**src/common/err_inj_pkg.sv**
```systemverilog
// Package holding the register map, field positions and reset values of the error injector.
package err_inj_pkg;

	// Bus geometry.
	localparam int          ADDR_W  = 12;
	localparam int          DATA_W  = 32;
	localparam int          STRB_W  = DATA_W / 8;

	// Register byte offsets.
	localparam logic [11:0] SEV_OFS       = 12'h490;
	localparam logic [11:0] INJ_LOWER_OFS = 12'h494;
	localparam logic [11:0] INJ_UPPER_OFS = 12'h498;
	localparam logic [11:0] BMASK_OFS     = 12'h4a0;
	localparam logic [11:0] IRQ_STS_OFS   = 12'h4c0;
	localparam logic [11:0] IRQ_MSK_OFS   = 12'h4c4;

	// Field positions inside the injection, severity and mask words.
	localparam int          INB_TO_LSB     = 0;
	localparam int          OUTB_TO_LSB    = 4;
	localparam int          INB_MEM_LSB    = 7;
	localparam int          OUTB_MEM_LSB   = 11;
	localparam int          PARITY_BIT     = 15;
	localparam int          LINK_BIT       = 16;
	localparam int          RETRY_LSB      = 17;
	localparam int          DMA_TO_LSB     = 19;
	localparam int          DMA_MEM_LSB    = 23;
	localparam int          DMA_PARITY_BIT = 31;

	// Field widths of the grouped triggers.
	localparam logic [31:0] TO_GROUP   = 32'h0000_0007;
	localparam logic [31:0] MEM_GROUP  = 32'h0000_000f;
	localparam logic [31:0] PAIR_GROUP = 32'h0000_0003;
	localparam logic [31:0] DMA_MEM    = 32'h0000_003f;
	localparam logic [31:0] ONE_BIT    = 32'h0000_0001;

	// Reset values.
	localparam logic [31:0] SEV_RESET     = 32'h9000_0000;
	localparam logic [31:0] BMASK_RESET   = 32'h0000_0000;
	localparam logic [31:0] IRQ_MSK_RESET = 32'h0000_0000;

	// AXI4-Lite response codes.
	localparam logic [1:0]  RESP_OKAY   = 2'h0;
	localparam logic [1:0]  RESP_DECERR = 2'h3;

endpackage : err_inj_pkg

```
**src/common/err_report_if.sv**
```systemverilog
// Interface carrying error events and their reporting controls to the reporter.
`timescale 1ns/1ns
interface err_report_if;
	logic [31:0] errEvent;
	logic [31:0] severity;
	logic [31:0] bridgeMask;
	logic [31:0] logged;
	logic        aerCor;
	logic        aerUnc;

	modport src (
		output errEvent,
		output severity,
		output bridgeMask,
		input  logged,
		input  aerCor,
		input  aerUnc
	);

	modport rpt (
		input  errEvent,
		input  severity,
		input  bridgeMask,
		output logged,
		output aerCor,
		output aerUnc
	);
endinterface : err_report_if

```
**src/rtl/internal_error_injection.sv**
```systemverilog
// Software error injection for the internal errors of one port, with an AXI4-Lite register bank.
`timescale 1ns/1ns

module internal_error_injection
	import err_inj_pkg::*;
#(
	parameter bit HAS_DMA = 1'b1
) (
	input  wire logic              core_clk,
	input  wire logic              rst,
	// AXI4-Lite write address channel.
	input  wire logic [ADDR_W-1:0] awaddr,
	input  wire logic              awvalid,
	output wire logic              awready,
	// AXI4-Lite write data channel.
	input  wire logic [DATA_W-1:0] wdata,
	input  wire logic [STRB_W-1:0] wstrb,
	input  wire logic              wvalid,
	output wire logic              wready,
	// AXI4-Lite write response channel.
	output wire logic [1:0]        bresp,
	output wire logic              bvalid,
	input  wire logic              bready,
	// AXI4-Lite read address channel.
	input  wire logic [ADDR_W-1:0] araddr,
	input  wire logic              arvalid,
	output wire logic              arready,
	// AXI4-Lite read data channel.
	output wire logic [DATA_W-1:0] rdata,
	output wire logic [1:0]        rresp,
	output wire logic              rvalid,
	input  wire logic              rready,
	// Genuine error events from the port's own detectors.
	input  wire logic [31:0]       realErrorIn,
	// Event strobes toward the internal error status register.
	output wire logic [31:0]       errorLogged,
	// Reports toward the bridge error reporting structure.
	output wire logic              aerCorrectable,
	output wire logic              aerUncorrectable,
	// Level interrupt.
	output wire logic              irq
);

	// Bits that map to a defined internal error, outside the DMA engine.
	localparam logic [31:0] PORT_BITS =
		(TO_GROUP << INB_TO_LSB)
		| (TO_GROUP << OUTB_TO_LSB)
		| (MEM_GROUP << INB_MEM_LSB)
		| (MEM_GROUP << OUTB_MEM_LSB)
		| (ONE_BIT << PARITY_BIT)
		| (ONE_BIT << LINK_BIT)
		| (PAIR_GROUP << RETRY_LSB);

	// Bits that map to DMA engine errors.
	localparam logic [31:0] DMA_BITS =
		(TO_GROUP << DMA_TO_LSB)
		| (DMA_MEM << DMA_MEM_LSB)
		| (ONE_BIT << DMA_PARITY_BIT);

	// Reserved bits 3, 22, 29 and 30 are in neither set, so they are never injected.
	localparam logic [31:0] INJECTABLE = HAS_DMA ? (PORT_BITS | DMA_BITS) : PORT_BITS;

	typedef struct packed {
		logic              awHeld;
		logic              wHeld;
		logic [ADDR_W-1:0] awAddr;
		logic [DATA_W-1:0] wData;
		logic [STRB_W-1:0] wStrb;
		logic              awready;
		logic              wready;
		logic              bvalid;
		logic [1:0]        bresp;
		logic              arready;
		logic              rvalid;
		logic [DATA_W-1:0] rdata;
		logic [1:0]        rresp;
		logic [31:0]       inject;
		logic [31:0]       severity;
		logic [31:0]       bridgeMask;
		logic [31:0]       irqSts;
		logic [31:0]       irqMsk;
		logic              irq;
	} top_state_t;

	localparam top_state_t RESET_STATE = '{
		awHeld:     1'b0,
		wHeld:      1'b0,
		awAddr:     '0,
		wData:      '0,
		wStrb:      '0,
		awready:    1'b0,
		wready:     1'b0,
		bvalid:     1'b0,
		bresp:      RESP_OKAY,
		arready:    1'b0,
		rvalid:     1'b0,
		rdata:      '0,
		rresp:      RESP_OKAY,
		inject:     '0,
		severity:   SEV_RESET,
		bridgeMask: BMASK_RESET,
		irqSts:     '0,
		irqMsk:     IRQ_MSK_RESET,
		irq:        1'b0
	};

	top_state_t q;
	top_state_t d;

	// Word match of a byte address against a register offset; low two bits are ignored.
	function automatic logic hit(input logic [ADDR_W-1:0] addr, input logic [11:0] ofs);
		hit = (addr[ADDR_W-1:2] == ofs[ADDR_W-1:2]);
	endfunction : hit

	// Registers of the bank, as seen by the write and read paths.
	typedef enum logic [2:0] {
		SEL_NONE,
		SEL_SEV,
		SEL_INJ_LOWER,
		SEL_INJ_UPPER,
		SEL_BMASK,
		SEL_IRQ_STS,
		SEL_IRQ_MSK
	} reg_sel_t;

	// One decoder serves both paths, so a read can never see a different map than a write.
	function automatic reg_sel_t decode(input logic [ADDR_W-1:0] addr);
		if (hit(addr, SEV_OFS)) begin
			decode = SEL_SEV;
		end else if (hit(addr, INJ_LOWER_OFS)) begin
			decode = SEL_INJ_LOWER;
		end else if (hit(addr, INJ_UPPER_OFS)) begin
			decode = SEL_INJ_UPPER;
		end else if (hit(addr, BMASK_OFS)) begin
			decode = SEL_BMASK;
		end else if (hit(addr, IRQ_STS_OFS)) begin
			decode = SEL_IRQ_STS;
		end else if (hit(addr, IRQ_MSK_OFS)) begin
			decode = SEL_IRQ_MSK;
		end else begin
			decode = SEL_NONE;
		end
	endfunction : decode

	// Merge write data into a register under the byte strobes.
	function automatic logic [31:0] merge(
		input logic [31:0]       old,
		input logic [31:0]       data,
		input logic [STRB_W-1:0] strb
	);
		logic [31:0] laneMask;
		laneMask = '0;
		for (int i = 0; i < STRB_W; i++) begin
			laneMask[i*8 +: 8] = {8{strb[i]}};
		end
		merge = (old & ~laneMask) | (data & laneMask);
	endfunction : merge

	err_report_if rpt ();

	logic [31:0] errEvent;
	logic [31:0] rdClear;
	reg_sel_t    wrSel;
	reg_sel_t    rdSel;

	// Injected and genuine errors share one path, so an injection is logged exactly like a
	// real fault, including severity selection and bridge masking downstream.
	assign errEvent       = q.inject | realErrorIn;
	assign rpt.errEvent   = errEvent;
	assign rpt.severity   = q.severity;
	assign rpt.bridgeMask = q.bridgeMask;

	// The write decodes its held address; the read decodes the address as it is offered.
	assign wrSel          = decode(q.awAddr);
	assign rdSel          = decode(araddr);

	err_reporter u_reporter (
		.core_clk (core_clk),
		.rst      (rst),
		.rp       (rpt.rpt)
	);

	// Next-state logic for the bus slave, injection triggers and interrupt status.
	always_comb begin
		d        = q;
		rdClear  = '0;
		// Triggers last one cycle; nothing holds them, so they read back as zero.
		d.inject = '0;

		// Address and data may arrive in either order; each is held until both are in.
		if (awvalid && q.awready) begin
			d.awHeld = 1'b1;
			d.awAddr = awaddr;
		end
		if (wvalid && q.wready) begin
			d.wHeld = 1'b1;
			d.wData = wdata;
			d.wStrb = wstrb;
		end

		// Perform the write once both halves are held and no response is pending.
		if (q.awHeld && q.wHeld && !q.bvalid) begin
			d.awHeld = 1'b0;
			d.wHeld  = 1'b0;
			d.bvalid = 1'b1;
			d.bresp  = RESP_OKAY;
			case (wrSel)
				SEL_INJ_LOWER: begin
					// Only ones fire; zeros and reserved or absent DMA bits do nothing.
					d.inject = merge('0, q.wData, q.wStrb) & INJECTABLE;
				end
				SEL_INJ_UPPER: begin
					// Fully reserved word: the write completes but changes nothing.
					d.bresp = RESP_OKAY;
				end
				SEL_SEV: begin
					d.severity = merge(q.severity, q.wData, q.wStrb);
				end
				SEL_BMASK: begin
					d.bridgeMask = merge(q.bridgeMask, q.wData, q.wStrb);
				end
				SEL_IRQ_MSK: begin
					d.irqMsk = merge(q.irqMsk, q.wData, q.wStrb);
				end
				SEL_IRQ_STS: begin
					// Status clears only by reading; a write is accepted and ignored.
					d.bresp = RESP_OKAY;
				end
				default: begin
					d.bresp = RESP_DECERR;
				end
			endcase
		end
		if (q.bvalid && bready) begin
			d.bvalid = 1'b0;
		end

		// Reads answer one cycle after the address is taken.
		if (arvalid && q.arready) begin
			d.rvalid = 1'b1;
			d.rresp  = RESP_OKAY;
			case (rdSel)
				SEL_INJ_LOWER: begin
					d.rdata = '0;
				end
				SEL_INJ_UPPER: begin
					d.rdata = '0;
				end
				SEL_SEV: begin
					d.rdata = q.severity;
				end
				SEL_BMASK: begin
					d.rdata = q.bridgeMask;
				end
				SEL_IRQ_STS: begin
					d.rdata = q.irqSts;
					rdClear = '1;
				end
				SEL_IRQ_MSK: begin
					d.rdata = q.irqMsk;
				end
				default: begin
					d.rdata = '0;
					d.rresp = RESP_DECERR;
				end
			endcase
		end
		if (q.rvalid && rready) begin
			d.rvalid = 1'b0;
		end

		// An event in the same cycle as the clearing read survives it.
		d.irqSts = (q.irqSts & ~rdClear) | errEvent;
		d.irq    = |(d.irqSts & d.irqMsk);

		// Readies are registered, so they drop for the cycle a transfer is being finished.
		d.awready = !d.awHeld && !d.bvalid;
		d.wready  = !d.wHeld && !d.bvalid;
		d.arready = !d.rvalid;
	end

	// State register.
	always_ff @(posedge core_clk) begin
		if (rst) begin
			q <= RESET_STATE;
		end else begin
			q <= d;
		end
	end

	// All outputs are register outputs.
	assign awready          = q.awready;
	assign wready           = q.wready;
	assign bvalid           = q.bvalid;
	assign bresp            = q.bresp;
	assign arready          = q.arready;
	assign rvalid           = q.rvalid;
	assign rdata            = q.rdata;
	assign rresp            = q.rresp;
	assign errorLogged      = rpt.logged;
	assign aerCorrectable   = rpt.aerCor;
	assign aerUncorrectable = rpt.aerUnc;
	assign irq              = q.irq;

endmodule : internal_error_injection

```
**src/rtl/err_reporter.sv**
```systemverilog
// Reporter that turns error events into status pulses and correctable or uncorrectable reports.
`timescale 1ns/1ns
module err_reporter
	import err_inj_pkg::*;
(
	input wire logic core_clk,
	input wire logic rst,
	err_report_if.rpt rp
);

	typedef struct packed {
		logic [31:0] logged;
		logic        aerCor;
		logic        aerUnc;
	} rpt_state_t;

	rpt_state_t q;
	rpt_state_t d;

	// Every event reaches the status path; only unmasked ones reach the bridge report.
	always_comb begin
		d        = q;
		d.logged = rp.errEvent;
		d.aerUnc = |(rp.errEvent & rp.severity & ~rp.bridgeMask);
		d.aerCor = |(rp.errEvent & ~rp.severity & ~rp.bridgeMask);
	end

	// State register.
	always_ff @(posedge core_clk) begin
		if (rst) begin
			q <= '0;
		end else begin
			q <= d;
		end
	end

	assign rp.logged = q.logged;
	assign rp.aerCor = q.aerCor;
	assign rp.aerUnc = q.aerUnc;

endmodule : err_reporter

```
**config.mk**
```make
export PLATFORM = sky130hd
export DESIGN_NAME = internal_error_injection
export DESIGN_NICKNAME = d
export VERILOG_FILES = /design/src/common/err_inj_pkg.sv /design/src/common/err_report_if.sv /design/src/rtl/internal_error_injection.sv /design/src/rtl/err_reporter.sv
export SDC_FILE = /design/constraint.sdc
export NUM_CORES = 1
export LEC_CHECK = 0
export BUFFER_PORTS_ARGS = -buffer_cell sky130_fd_sc_hd__buf_2
export CAP_MARGIN = 0
export CORE_ASPECT_RATIO = 0.9
export CORE_MARGIN = 2
export CORE_UTILIZATION = 34
export DETAILED_ROUTE_END_ITERATION = 7
export PLACE_DENSITY = 0.54
export RECOVER_POWER = 50
export SLEW_MARGIN = 20
export SYNTH_ARGS = -nofsm -noshare
export SYNTH_HDL_FRONTEND = slang
export SYNTH_SLANG_ARGS = --single-unit
```
**constraint.sdc**
```tcl
create_clock -name core_clk -period 3.5 [get_ports core_clk]
set_clock_uncertainty 0.1 [all_clocks]
set_input_delay 0.35 -clock core_clk [delete_from_list [all_inputs] [get_ports core_clk]]
set_output_delay 0.35 -clock core_clk [all_outputs]
set_load 0.05 [all_outputs]
```
Word-level counts from Yosys, hierarchy flattened --
Cells that the tools add are included.
Storage, ports and cells: bits in latches 0, ROM bits 0, input bits 99, output and inout port bits 76, logic and storage cells 117, memories kept 0, RAM bits 0, flip-flop bits (word level) 286
Cells by class: muxes and demuxes 26, add/sub/neg operators 0, multiply operators 0, bitwise operators 21, shifts and indexed selects 0, reduce and logical (&&, ||, !) cells 23, order comparisons 0, div/mod/pow operators 0, equal/unequal tests 24
Operators with widths (number):
- $and 32x32->32 | 10
- $or 32x32->32 | 5
- $mux 32 | 4
- $not 32->32 | 4
- $pmux 32 s4 | 1
- $eq 10x9->1 const B | 12
- $reduce_or 32->1 | 3
- $mux 3 | 13
- $mux 35 | 1
- $eq 3x3->1 const B | 6
- $eq 3x2->1 const B | 4
- $reduce_or 6->1 | 2
- $logic_and 1x1->1 | 9
- $eq 3x1->1 const B | 2
- $mux 2 | 3
- $logic_not 1->1 | 5
- $mux 1 | 4
- $reduce_and 2->1 | 2
- $reduce_or 3->1 | 1
- $not 1->1 | 2
- $reduce_or 2->1 | 1

Logic depth before layout (Yosys ltp) --
depth in word-level cells 15, mapped depth 8, gate-level depth less buffers 6

By module --
Synthesis repeated with hierarchy kept, for this count alone.
Unflattened totals: cells, all modules 1280, area total of the unflattened synthesis 10964.3 um^2
By module, submodules not included:
- internal_error_injection | area an instance 9446.6 um^2, instances 1, cells each 1125
- err_reporter | area an instance 1517.7 um^2, instances 1, cells each 155

Least setup slack after synthesis --
OpenSTA, ideal clock, no wires.
path kind register to register, start register q (netlist bit arready), end register q (netlist bit irq), library setup time 140 ps, cell stages (with the launch flop) 8, clock period less this slack 2487 ps, data arrival time 2247 ps, data required time 3260 ps, buffers on the path 1, slack 1013 ps, cell sequence dfxtp_1 -> nand2_1 -> or4_4 -> buf_4 -> a21boi_1 -> o22ai_1 -> nor4_1 -> a41oi_1
On the way: cells in the longest elaborated chain, start to end 7
RTL lines:
- start: declaration | RTL line internal_error_injection.sv:107 | top_state_t q;
- start signal: assignment | RTL line internal_error_injection.sv:285 | q <= RESET_STATE;
- start signal: assignment | RTL line internal_error_injection.sv:287 | q <= d;
- $logic_and 1x1->1 | RTL line internal_error_injection.sv:239 | if (arvalid && q.arready) begin
- $mux 32 | RTL line internal_error_injection.sv:239
- $not 32->32 | RTL line internal_error_injection.sv:273 | d.irqSts = (q.irqSts & ~rdClear) | errEvent;
- $and 32x32->32 | RTL line internal_error_injection.sv:273
- $or 32x32->32 | RTL line internal_error_injection.sv:273
- $and 32x32->32 | RTL line internal_error_injection.sv:274 | d.irq = |(d.irqSts & d.irqMsk);
- $reduce_or 32->1 | RTL line internal_error_injection.sv:274
No other way between the ends. A chain may end at the register's enable or synchronous reset.

Final worst setup path --
start input port araddr[9], end register q (netlist bit irq)
On the way: cells in the longest elaborated chain, start to end 15, elaborated cells between the ends (all ways) 20, those cells by class eq/ne: 7; mux: 8; bitwise: 4; reduce/logical: 1
RTL lines:
- start: declaration | RTL line internal_error_injection.sv:25 | input wire logic [ADDR_W-1:0] araddr,
- $eq 10x9->1 | RTL line internal_error_injection.sv:112 | hit = (addr[ADDR_W-1:2] == ofs[ADDR_W-1:2]);
- $mux 3 | RTL line internal_error_injection.sv:138 | end else if (hit(addr, IRQ_MSK_OFS)) begin
- $mux 3 | RTL line internal_error_injection.sv:136 | end else if (hit(addr, IRQ_STS_OFS)) begin
- $mux 3 | RTL line internal_error_injection.sv:134 | end else if (hit(addr, BMASK_OFS)) begin
- $mux 3 | RTL line internal_error_injection.sv:132 | end else if (hit(addr, INJ_UPPER_OFS)) begin
- $mux 3 | RTL line internal_error_injection.sv:130 | end else if (hit(addr, INJ_LOWER_OFS)) begin
- $mux 3 * | RTL line internal_error_injection.sv:128 | if (hit(addr, SEV_OFS)) begin
- $eq 3x3->1 * | RTL line internal_error_injection.sv:242 | case (rdSel)
- $mux 32 * | RTL line internal_error_injection.sv:242
- $mux 32 * | RTL line internal_error_injection.sv:239
- $not 32->32 * | RTL line internal_error_injection.sv:273
- $and 32x32->32 * | RTL line internal_error_injection.sv:273
- $or 32x32->32 * | RTL line internal_error_injection.sv:273
- $and 32x32->32 * | RTL line internal_error_injection.sv:274
- $reduce_or 32->1 * | RTL line internal_error_injection.sv:274
Mark *: on every way between the ends. The rest lies on a longest branch, timed or not.

==> reports/results.tsv <==
metric	value	unit
Final setup viols	0	
CTS tree	built	
Yosys warning count	0	
max_slew headroom	-80.5	%
chip height	174	µm
count of cell types in the netlist	43	
placed cells	1758	
global route overflow	0	
multi-input logic area	4780	µm²
CTS Hold Bufs	76	
row cnt	62	
Max Slew Vio Count	185	
core area	31700	µm²
number of global-route vias before repair	9395	
clock root cell	clkbuf_16	
hold slack	0.00724	ns
layout cells sized above 1	11.3	%
total I/O pin count	175	
Starting Density	34.3	%
CP endpoint kind	flip-flop	
total track usage	21.2	%
Post-Syn Area	10900	µm²
CP arrival	3.34	ns
antenna cell count	0	
synth-to-layout area growth	24.0	%
final worst-path cycle share	86.2	%
Routed WL	36.2	mm
first-pass GRT wire length	54.6	mm
initial antenna violation count	0	
worst r2r src	arready	
port bufs	170	
hold wc startpoint	realErrorIn[8]	
Worst Setup SP	araddr[9]	
Hold Vio Cnt, Final	0	
post-route ant nets	0	
NumNets Final	1550	
WL per Instance	19.3	µm
drt first pass iters	8	
fin cells	1882	
number of flops mapped to enable cells by yosys	0	
CP required	3.82	ns
Post-CTS Setup Inserts	0	
VDD IR max	0.000356	V
vias post-DR	9855	
Detail Placement HPWL	24.0	mm
setup TNS	0	ns
fmax	331	MHz
syn_nets	1357	
full die area	33400	µm²
CTS max path bufs	3	
RSZ-0062 raised after global routing	no	
Clock transition at path regs	0.06	ns
Avg Inst Size Synth	8.65	µm²
failing checks	capacitance limit, slew limit	
maxcap violations	2	
status	finished with violations	
FILL cells	3241	
Slew @ Worst Pin	2.71	ns
post-CTS sizing	0	
Setup CP Type	input pin to flip-flop	
Mapped Cells	1258	
most used flip-flop cell after synthesis	dfxtp_1	
DRC marker count from the first detailed-route iteration	924	
power per cell area	507	nW/µm²
CTS Buf Count	31	
startpoint types	input pin	
Routability Congestion	0.878	
post-synthesis sequential area ratio	51.2	%
CTS H-tree lvls	1	
LEAKAGE	5.70	nW
Vias/cell	5.24	
asr flop ratio synth	0	%
Clock Latency Late Sink	0.57	ns
register area	5570	µm²
Worst Hold Class	input pin to flip-flop	
min cycle time layout	3.02	ns
number of synthesized register bits	278	
CTS Sinks	278	
largest net degree at the start of global routing	123	
Worst Path Max Fanout	32	
Die X	193	µm
drt drc	0	
==> power by group <==
| part | internal [mW] | switching (mW) | leakage (nW) |
|---|---|---|---|
| clock network | 1.74 | 1.27 | 0.447 |
| registers | 3.25 | 0.0604 | 2.26 |
| logic | 0.183 | 0.341 | 2.98 |
| total | 5.16 | 1.67 | 5.70 |
==> routing by layer <==
| layer | wire, µm | vias up | GRT usage (%) | share of wire [%] |
|---|---|---|---|---|
| met3 | 2160 | 53 | 3.08 | 6.0 |
| met2 | 16600 | 331 | 34.2 | 46 |
| met4 | 799 | 0 | 5.31 | 2.2 |
| li1 | - | 4753 | - | - |
| met1 | 16600 | 4718 | 29.6 | 46 |
| met5 | 0 | - | 0 | 0 |
==> cells in the mapped netlist (2+ instances only) <==
| master | number | area share, % |
|---|---|---|
| and2_1 | 3 | 0.17 |
| nand4_1 | 9 | 0.52 |
| nor2b_1 | 8 | 0.46 |
| nor3b_1 | 5 | 0.35 |
| buf_2 | 4 | 0.18 |
| xnor2_1 | 3 | 0.24 |
| a211o_1 | 2 | 0.16 |
| and3_1 | 30 | 1.7 |
| a21oi_1 | 83 | 3.8 |
| nand2b_1 | 3 | 0.17 |
| or3b_1 | 2 | 0.16 |
| nand3b_1 | 6 | 0.41 |
| dfxtp_1 | 278 | 51 |
| nand3_1 | 31 | 1.4 |
| and3b_1 | 2 | 0.16 |
| a222oi_1 | 32 | 2.9 |
| a21boi_1 | 20 | 1.4 |
| mux2i_1 | 65 | 6.0 |
| buf_4 | 37 | 2.6 |
| and4b_1 | 4 | 0.37 |
| clkbuf_1 | 66 | 2.3 |
| nor4_1 | 15 | 0.86 |
| nor3_1 | 37 | 1.7 |
| nor2_1 | 224 | 7.7 |
| a21boi_0 | 8 | 0.55 |
| buf_1 | 3 | 0.10 |
| o22ai_1 | 17 | 0.98 |
| a22oi_1 | 47 | 3.2 |
| nand2_1 | 200 | 6.9 |
==> placed cells by master (no fill, tap or decap), types with 15 or more instances in the layout <==
cell type	count
a21boi_1	17
a21oi_1	83
a222oi_1	32
a22oi_1	47
and3_1	30
buf_2	92
buf_4	21
clkbuf_1	87
clkbuf_16	31
dfxtp_1	278
dlygate4sd3_1	76
mux2i_1	65
nand2_1	199
nand3_1	31
nor2_1	224
nor3_1	33
nor4_1	15
o22ai_1	17
==> worst max-delay path: stages <==
cell,delay (ns)
buf_2,0.10
or3b_1,0.46
or4_1,1.16
a21boi_0,0.52
o22ai_1,0.13
nor4_1,0.43
a41oi_1,0.16
==> stage by stage <==
stage	util, %	cell area (µm²)	setup slack (ns)	power, mW
5_1_grt	42.5	13500	0.332	7.08
4_1_cts	42.9	13600	0.806	6.91
2_1_floorplan	-	10900	1.01	3.65
3_3_place_gp	37.7	12000	0.484	3.84
6_report	42.5	13500	0.483	6.84
3_5_place_dp	37.7	12000	0.449	3.85
==> worst paths after layout <==
| check | endpoint | slack, ns | cells past startpoint |
|---|---|---|---|
| worst min register to register | q[247] | 0.37 | 2 |
| worst min-delay path | u_reporter.rp.logged[8] | 0.007 | 3 |
| worst max-delay path | irq | 0.48 | 7 |
| worst max register to register | irq | 0.49 | 6 |
==> final cells by class <==
type | instances | share of cell area [%]
clock inverter | 6 | 0.436
clock buffer | 42 | 6.28
tap | 416 | 3.86
timing repair buffer | 271 | 12.7
sequential | 278 | 41.3
multi-input combinational | 869 | 35.5
==> kinds of logic (layout without fill, tap and decap cells) <==
logic type                after synthesis  after routing  synth area share [%]
and+or+nand+nor                       588            588                  24.0
buffers and inverters                 111            319                  5.22
xor gates and xnor gates                3              3                 0.242
muxes                                  65             65                  5.98
DFF                                   278            278                  51.2
AOI/OAI and AO/OA                     213            213                  13.4
No activity file was read; power rests on OpenSTA's default activity.
